File: src/shared/t0_pkg.sv
// constants and types shared by both ends of the t0 apdu transport link
package t0_pkg;
    // ------------------------------------------------------------
    // procedure and status bytes
    // ------------------------------------------------------------
    localparam logic [7:0] sw1_more = 8'h61;
    localparam logic [7:0] sw1_relen = 8'h6c;
    localparam logic [7:0] sw1_warn_a = 8'h62;
    localparam logic [7:0] sw1_warn_b = 8'h63;
    localparam logic [7:0] sw1_ok = 8'h90;
    localparam logic [7:0] sw2_ok = 8'h00;
    localparam logic [7:0] sw1_err = 8'h6f;
    localparam logic [7:0] sw2_err = 8'h00;
    localparam logic [7:0] sw1_abort = 8'h64;
    localparam logic [7:0] sw2_abort = 8'h00;
    localparam logic [7:0] ins_get_response = 8'hc0;
    localparam logic [7:0] ins_get_data = 8'hca;
    localparam logic [7:0] p3_zero = 8'h00;
    localparam logic [7:0] p3_min_case3 = 8'h01;
    // ------------------------------------------------------------
    // sizes and reset values
    // ------------------------------------------------------------
    localparam int hdr_len = 5;
    localparam int buf_depth = 2;
    localparam logic [8:0] avail_reset = 9'h020;
    localparam logic [7:0] chunk_reset = 8'hff;
    localparam logic [8:0] full_256 = 9'h100;
    localparam logic [2:0] idx_reset = 3'h0;
    localparam logic [8:0] cnt_reset = 9'h000;

    typedef enum logic [1:0] {
        case1 = 2'b00,
        case2 = 2'b01,
        case3 = 2'b10,
        case4 = 2'b11
    } apdu_case_t;

    // warning or application status that lets case 4 continue
    function automatic logic is_continue_status(input logic [7:0] sw1,
                                                input logic [7:0] sw2);
        is_continue_status = (sw1 == sw1_warn_a) || (sw1 == sw1_warn_b) ||
            ((sw1[7:4] == 4'h9) && !((sw1 == sw1_ok) && (sw2 == sw2_ok)));
    endfunction : is_continue_status
endpackage : t0_pkg

File: src/shared/t0_link_if.sv
// byte stream link between terminal transport layer and card
`timescale 1ns/1ns
`default_nettype none
interface t0_link_if (
    input wire logic clk,
    input wire logic nrst
);
    // terminal to card bytes
    logic [7:0] cmd_data;
    logic cmd_valid;
    logic cmd_ready;
    // card to terminal bytes
    logic [7:0] rsp_data;
    logic rsp_valid;
    logic rsp_ready;

    modport terminal (
        input clk, nrst,
        output cmd_data, cmd_valid,
        input cmd_ready,
        input rsp_data, rsp_valid,
        output rsp_ready
    );
    modport card (
        input clk, nrst,
        input cmd_data, cmd_valid,
        output cmd_ready,
        output rsp_data, rsp_valid,
        input rsp_ready
    );
endinterface : t0_link_if
`default_nettype wire

File: src/hdl/byte_skid.sv
// two-entry byte buffer with valid and ready on both sides
`timescale 1ns/1ns
`default_nettype none
module byte_skid (
    input wire logic clk,
    input wire logic nrst,
    input wire logic [7:0] in_data,
    input wire logic in_valid,
    output logic in_ready,
    output logic [7:0] out_data,
    output logic out_valid,
    input wire logic out_ready
);
    typedef struct packed {
        logic [1:0][7:0] mem;
        logic rd;
        logic wr;
        logic [1:0] cnt;
    } skid_t;

    skid_t r;
    skid_t next_r;

    assign in_ready = (r.cnt != 2'h2);
    assign out_valid = (r.cnt != 2'h0);
    assign out_data = r.mem[r.rd];

    always_comb begin
        next_r = r;
        if (in_valid && in_ready) begin
            next_r.mem[r.wr] = in_data;
            next_r.wr = ~r.wr;
        end
        if (out_valid && out_ready) begin
            next_r.rd = ~r.rd;
        end
        next_r.cnt = r.cnt + {1'b0, in_valid && in_ready}
            - {1'b0, out_valid && out_ready};
    end

    always_ff @(posedge clk) begin
        if (!nrst) begin
            r <= '0;
        end else begin
            r <= next_r;
        end
    end
endmodule : byte_skid
`default_nettype wire

File: src/hdl/t0_card.sv
// card end: interprets t0 headers and paces data with procedure bytes
`timescale 1ns/1ns
`default_nettype none
// Behaviour
// - terminal swallows 61/6c pairs as unfinished
// - terminal ends command on any other status
// - status always refers to latest command
// - case 1 header p3 zero, status only
// - card tells case 1 from case 2
// - case 2 returns data then status
// - case 3 length between 1 and 255
// - terminal sends data or stops on status
// - case 3 status after all data
// - terminal drops le for case 4
// - case 4 answers 61xx after data
// - get response p3 at most xx
// - warning status continues with get response
// - other status ends; get response as case 2
// - 6cxx resends header with new p3
// - 61/6c only for case 2 and 4; card also sends 61 after case 3 data when avail_len is nonzero
// - le too big or zero short: 6c
// - le equal available: data, 61, error; card sends data then 9000, or 61 chunk_max first if le exceeds chunk_max
// - le short: data then 61 remaining
// - errors may replace procedure bytes
module t0_card (
    t0_link_if.card link,
    input wire logic [8:0] avail_len,
    input wire logic [7:0] chunk_max,
    input wire logic force_error,
    output logic [7:0] last_ins,
    output logic cmd_done
);
    typedef enum logic [2:0] {
        st_hdr = 3'b000,
        st_decide = 3'b001,
        st_rx_data = 3'b010,
        st_tx_ack = 3'b011,
        st_tx_data = 3'b100,
        st_tx_sw1 = 3'b101,
        st_tx_sw2 = 3'b110
    } card_st_t;

    typedef struct packed {
        card_st_t st;
        logic [4:0][7:0] hdr;
        logic [2:0] idx;
        logic [8:0] cnt;
        logic [8:0] pend;
        logic pend_valid;
        logic [7:0] sw1;
        logic [7:0] sw2;
        logic [7:0] tx;
        logic tx_valid;
        logic [7:0] last_ins;
        logic done;
    } card_t;

    card_t r;
    card_t next_r;
    logic [7:0] out_data;
    logic out_valid;
    logic out_ready;

    // response bytes pass a two-entry buffer so a stall loses nothing
    byte_skid i_byte_skid (
        .clk(link.clk),
        .nrst(link.nrst),
        .in_data(r.tx),
        .in_valid(r.tx_valid),
        .in_ready(out_ready),
        .out_data(out_data),
        .out_valid(out_valid),
        .out_ready(link.rsp_ready)
    );
    assign link.rsp_data = out_data;
    assign link.rsp_valid = out_valid;
    assign link.cmd_ready = (r.st == st_hdr) || (r.st == st_rx_data);
    assign last_ins = r.last_ins;
    assign cmd_done = r.done;

    function automatic logic [8:0] le_of(input logic [7:0] p3);
        le_of = (p3 == t0_pkg::p3_zero) ? t0_pkg::full_256 : {1'b0, p3};
    endfunction : le_of

    logic [8:0] total;
    logic [8:0] le;
    logic [7:0] ins;
    logic [7:0] p3;
    logic is_get;
    logic is_case2;
    logic [7:0] chunk;
    always_comb begin
        ins = r.hdr[1];
        p3 = r.hdr[4];
        is_get = (ins == t0_pkg::ins_get_response);
        // a zero-length header is case 2 only for data-returning ins
        is_case2 = is_get || (ins == t0_pkg::ins_get_data);
        total = (is_get && r.pend_valid) ? r.pend : avail_len;
        le = le_of(p3);
        chunk = (total[7:0] < chunk_max && !total[8]) ? total[7:0]
            : chunk_max;
    end

    always_comb begin
        next_r = r;
        next_r.done = 1'b0;
        if (r.tx_valid && out_ready) begin
            next_r.tx_valid = 1'b0;
        end
        case (r.st)
            st_hdr: begin
                if (link.cmd_valid) begin
                    next_r.hdr[r.idx] = link.cmd_data;
                    next_r.idx = r.idx + 3'h1;
                    if (r.idx == 3'(t0_pkg::hdr_len - 1)) begin
                        next_r.idx = t0_pkg::idx_reset;
                        next_r.st = st_decide;
                    end
                end
            end
            st_decide: begin
                next_r.last_ins = ins;
                next_r.st = st_tx_sw1;
                next_r.sw1 = t0_pkg::sw1_ok;
                next_r.sw2 = t0_pkg::sw2_ok;
                next_r.cnt = t0_pkg::cnt_reset;
                if (force_error) begin
                    // error status stands in for any procedure byte
                    next_r.sw1 = t0_pkg::sw1_err;
                    next_r.sw2 = t0_pkg::sw2_err;
                    next_r.pend_valid = 1'b0;
                end else if (is_case2) begin
                    if (le > total || (p3 == t0_pkg::p3_zero &&
                                       total != t0_pkg::full_256)) begin
                        next_r.sw1 = t0_pkg::sw1_relen;
                        next_r.sw2 = total[7:0];
                    end else if (le == total && le > {1'b0, chunk_max}) begin
                        next_r.sw1 = t0_pkg::sw1_more;
                        next_r.sw2 = chunk_max;
                        next_r.pend = total;
                        next_r.pend_valid = 1'b1;
                    end else begin
                        // data first, then 61 for the rest or ok
                        next_r.cnt = le;
                        next_r.pend = total - le;
                        next_r.pend_valid = (total != le);
                        next_r.tx = ins;
                        next_r.tx_valid = 1'b1;
                        next_r.st = st_tx_ack;
                    end
                end else if (p3 == t0_pkg::p3_zero) begin
                    next_r.pend_valid = 1'b0; // case 1 status only
                end else begin
                    // ack with ins, then accept p3 data bytes
                    next_r.cnt = {1'b0, p3};
                    next_r.tx = ins;
                    next_r.tx_valid = 1'b1;
                    next_r.st = st_tx_ack;
                end
            end
            st_tx_ack: begin
                if (!r.tx_valid || out_ready) begin
                    next_r.st = is_case2 ? st_tx_data : st_rx_data;
                end
            end
            st_rx_data: begin
                if (link.cmd_valid) begin
                    next_r.cnt = r.cnt - 9'h001;
                    if (r.cnt == 9'h001) begin
                        // status only once all data is
                        next_r.st = st_tx_sw1;
                        if (avail_len != t0_pkg::cnt_reset) begin
                            next_r.sw1 = t0_pkg::sw1_more;
                            next_r.sw2 = chunk;
                            next_r.pend = avail_len;
                            next_r.pend_valid = 1'b1;
                        end
                    end
                end
            end
            st_tx_data: begin
                if (!r.tx_valid || out_ready) begin
                    if (r.cnt == t0_pkg::cnt_reset) begin
                        next_r.st = st_tx_sw1;
                        if (r.pend_valid) begin
                            next_r.sw1 = t0_pkg::sw1_more;
                            next_r.sw2 = (r.pend[8] ||
                                r.pend[7:0] > chunk_max) ? chunk_max
                                : r.pend[7:0];
                        end
                    end else begin
                        next_r.tx = r.cnt[7:0] ^ r.hdr[2];
                        next_r.tx_valid = 1'b1;
                        next_r.cnt = r.cnt - 9'h001;
                    end
                end
            end
            st_tx_sw1: begin
                if (!r.tx_valid || out_ready) begin
                    next_r.tx = r.sw1;
                    next_r.tx_valid = 1'b1;
                    next_r.st = st_tx_sw2;
                end
            end
            st_tx_sw2: begin
                if (!r.tx_valid || out_ready) begin
                    // status belongs to the header just decided
                    next_r.tx = r.sw2;
                    next_r.tx_valid = 1'b1;
                    next_r.done = 1'b1;
                    next_r.st = st_hdr;
                end
            end
            default: begin
                next_r.st = st_hdr;
            end
        endcase
    end

    always_ff @(posedge link.clk) begin
        if (!link.nrst) begin
            r <= '0;
        end else begin
            r <= next_r;
        end
    end
endmodule : t0_card
`default_nettype wire

File: src/flat_wrapper.sv
// flat-port wrapper written by rule: the top's interface ports become plain ports
module t0_card_flat 
  (avail_len, chunk_max, force_error, last_ins, cmd_done, clk, nrst, link_cmd_data, link_cmd_valid, link_cmd_ready, link_rsp_data, link_rsp_valid, link_rsp_ready);
  t0_link_if link_i (.clk(clk), .nrst(nrst));
  input wire logic [8:0] avail_len;
  input wire logic [7:0] chunk_max;
  input wire logic force_error;
  output logic [7:0] last_ins;
  output logic cmd_done;
  input wire logic clk;
  input wire logic nrst;
  input wire logic [$bits(link_i.cmd_data)-1:0] link_cmd_data;
  input wire logic [$bits(link_i.cmd_valid)-1:0] link_cmd_valid;
  output wire logic [$bits(link_i.cmd_ready)-1:0] link_cmd_ready;
  output wire logic [$bits(link_i.rsp_data)-1:0] link_rsp_data;
  output wire logic [$bits(link_i.rsp_valid)-1:0] link_rsp_valid;
  input wire logic [$bits(link_i.rsp_ready)-1:0] link_rsp_ready;
  assign link_i.cmd_data = link_cmd_data;
  assign link_i.cmd_valid = link_cmd_valid;
  assign link_cmd_ready = link_i.cmd_ready;
  assign link_rsp_data = link_i.rsp_data;
  assign link_rsp_valid = link_i.rsp_valid;
  assign link_i.rsp_ready = link_rsp_ready;
  t0_card u_core (.link(link_i), .avail_len(avail_len), .chunk_max(chunk_max), .force_error(force_error), .last_ins(last_ins), .cmd_done(cmd_done));
endmodule
File: config.mk
export PLATFORM = sky130hd
export DESIGN_NAME = t0_card_flat
export DESIGN_NICKNAME = d
export VERILOG_FILES = /design/src/shared/t0_pkg.sv /design/src/shared/t0_link_if.sv /design/src/hdl/byte_skid.sv /design/src/hdl/t0_card.sv /design/src/flat_wrapper.sv
export SDC_FILE = /design/constraint.sdc
export NUM_CORES = 1
export LEC_CHECK = 0
export BUFFER_PORTS_ARGS = -buffer_cell sky130_fd_sc_hd__buf_2
export CAP_MARGIN = 10
export CORE_UTILIZATION = 45
export CTS_BUF_LIST = sky130_fd_sc_hd__clkbuf_8
export DETAILED_ROUTE_END_ITERATION = 8
export PLACE_DENSITY_LB_ADDON = 0.3
export SYNTH_ARGS = -nofsm -noshare
export SYNTH_HDL_FRONTEND = slang
export SYNTH_HIERARCHICAL = 1
export SYNTH_SLANG_ARGS = --single-unit
File: constraint.sdc
create_clock -name clk -period 8.1 [get_ports clk]
set_clock_uncertainty 0.1 [all_clocks]
set_input_delay 0.81 -clock clk [delete_from_list [all_inputs] [get_ports clk]]
set_output_delay 0.81 -clock clk [all_outputs]
set_load 0.01 [all_outputs]
==> reports/qor.csv <==
stage,metric,value,unit
finish,final net count,866,
power_and_ir_drop,VDD IR max,0.0000733,V
synthesis,ys flop type,dfxtp_1,
critical_path,crit path DAT,4.43,ns
timing,fin. max-slew vios,0,
critical_path,CP max FO,18,
critical_path,"slowest stage cell, crit path",a22o_1,
critical_path,"Data required, critical path",8.26,ns
clocking,post-CTS resize count,0,
floorplan,die footprint,15100,µm²
timing,Fin. Hold Viols,0,
global_routing,first-pass GRT wire length,29200,µm
clocking,total CTS buffers,9,
clocking,clock-pin slew on the worst setup and hold paths,0.10,ns
power_and_ir_drop,total power,925,µW
power_and_ir_drop,Pleak,2.69,nW
synthesis,syn_nets,860,
finish,Seq. cell area,2000,µm²
power_and_ir_drop,pwr/cell area,133,nW/µm²
routing,vias,6095,
routing,Via density,6.20,
critical_path,Critical Path Sink Type,flop,
finish,fin util,49.6,%
floorplan,Starting Density,46.7,%
routing,Initial DRT Pass Iterations,6,
synthesis,"EDFF count, synth",0,
flow_run,Max-cap violations,0,
global_routing,largest net degree at the start of global routing,37,
finish,Ant. Diodes,0,
clocking,TritonCTS Sinks,100,
timing,fin crit share,52.8,%
timing,Fmax,0.234,GHz
timing,setup TNS,0,ns
global_routing,initial antenna violation count,0,
synthesis,synthesized area,6560,µm²
routing,DRC,0,
finish,share of post-route cells with drive strength above 1,14.7,%
clocking,Clock Path Buffers,2,
place,DP Wirelength,13700,µm
synthesis,most area-consuming cells after synthesis,"dfxtp_1 31%, ha_1 7.1%, mux2i_1 5.3%",
clocking,TritonCTS clock tree,done,
floorplan,row count,43,
critical_path,critical path cell sequence,and4bb_2 > nand3_2 > mux2_2 > ha_1 > a2111o_1 > o2111ai_1 > a22o_1 > o31a_1 > nor2_1 > o311a_1,
timing,RSZ-0062 raised after global routing,false,
routing,initial DRC count,640,
clocking,number of hold buffers added after cts,0,
critical_path,max incr delay on CP,0.63,ns
global_routing,total gr overflow,0,
routing,Avg WL per Cell,18.8,µm
synthesis,register area share after synthesis,30.5,%
timing,Tmin final,4.27,ns
synthesis,#FFs+latches synth,100,
finish,most frequent cells in the layout,"100 x dfxtp_1, 67 x nor2_1, 64 x a21oi_1, 53 x nand2_1, 52 x o21ai_0",
synthesis,Netlist cell types,77,
place,IO buf count,48,
floorplan,die height,123,µm
place,Placer Congestion,0.958,
critical_path,Crit Path Class,reg -> reg,
clocking,Clock Tree Root,clkbuf_8,
clocking,Setup Buffers After CTS,0,
synthesis,Syn Inst Count,792,
finish,FILL cells,1359,
synthesis,post-synth top area share,30.5,%
global_routing,vias in the first global route,5370,
timing,slew of the pin with the lowest slew margin,1.16,ns
floorplan,Die Width,123,µm
timing,Max-slew headroom,22.2,%
finish,Layout Area Growth over Synthesis,6.07,%
routing,Routed WL,18500,µm
min_path,Hold Path Class,reg -> reg,
timing,hold slack,0.357,ns
floorplan,core area,14000,µm²
synthesis,Syn. warnings,6,
synthesis,"Async S/R FF share, synth",0,%
clocking,latest clock arrival within the worst-skew pair,0.37,ns
finish,multi-input logic area,4100,µm²
critical_path,crit path launch type,flop,
status,outcome,"complete, no violations",
global_routing,total track usage,25.2,%
floorplan,Ports,49,
synthesis,Yosys top cell by area,dfxtp_1,
finish,"commonest non-fill, non-tap cell in the layout",dfxtp_1,
synthesis,Avg Inst Size Synth,8.28,µm²
routing,ANT nets after route,0,
clocking,# H-tree levels,3,
timing,Final setup viols,0,
==> worst max-delay path: cells and delay by family, from the launching register on <==
| family | cells | cell delay (ns) |
|---|---|---|
| flops | 1 | 0.40 |
| mux | 1 | 0.43 |
| compound gates | 5 | 2.06 |
| fa+ha+maj | 1 | 0.42 |
| simple gates | 3 | 0.74 |
==> cells by family after synthesis <==
| kind of cell | count (synthesis) | synth area share [%] |
|---|---|---|
| simple gates | 248 | 19.4 |
| flops | 100 | 30.5 |
| buf+inv | 94 | 7.04 |
| compound gates | 238 | 24.2 |
| fa+ha+maj | 38 | 7.36 |
| xor+xnor | 17 | 2.27 |
| mux | 57 | 9.17 |
==> cells in the mapped netlist, drive strengths merged (3+ instances only) <==
cell type	number
or4	3
o211ai	5
and2	5
o22ai	3
nand2b	6
o21a	6
a21o	11
a21oi	65
inv	32
a221o	7
nor2b	6
nand4	26
nand3	34
o311a	8
a211oi	4
a22oi	5
clkbuf	37
nand2	53
nor4	13
o311ai	3
o31ai	19
a222oi	8
a31oi	17
nor2	68
o21ai	53
or3	5
mux2	22
xnor2	6
nor3	15
xor2	11
mux2i	35
ha	37
o221a	7
buf	23
dfxtp	100
==> power breakdown <==
part           internal, mW  switching (mW)  leakage [nW]
logic                0.0355          0.0625          1.78
clock network         0.151           0.175         0.106
registers             0.495         0.00535         0.806
total                 0.682           0.242          2.69
==> flip-flops by register name, summed over array words and instances (netlist names) <==
signal / cells
u_core/last_ins: 8
u_core/p3: 8
u_core/r: 55
u_core/ins: 8
u_core/cmd_done: 1
u_core/i_byte_skid/r: 20
==> worst paths after layout <==
check,startpoint,endpoint,slack (ns),cells after the start
max,u_core/ins[7],u_core/r[9],3.83,10
max reg2reg,u_core/ins[7],u_core/r[9],3.83,10
min reg2reg,u_core/last_ins[7],u_core/last_ins[7],0.36,2
min,u_core/last_ins[7],u_core/last_ins[7],0.36,2
==> layout make-up <==
class | count | area share (%)
inverters | 34 | 1.94
flip-flops and latches | 100 | 28.8
clock inverters | 6 | 0.899
multi-input cells | 598 | 59.0
well taps | 180 | 3.24
clock buffers | 10 | 1.98
repair buffers | 55 | 4.21
==> stage by stage <==
step           area [µm²]  worst slack, ns  instances
5_1_grt              6960             3.70        983
3_5_place_dp         6760             3.91        967
4_1_cts              6960             3.88        983
2_1_floorplan        6560             4.23        792
6_report             6960             3.83        983
3_3_place_gp         6760             3.98        967
==> metal layers <==
metal,vias to the layer above,track usage [%],share of wire (%)
met5,-,0,0
met4,0,8.38,1.8
met3,24,3.25,7.4
met2,255,37.6,43
met1,2839,37.0,48
li1,2977,-,-
Note: power is estimated with default switching activity, not from simulation.
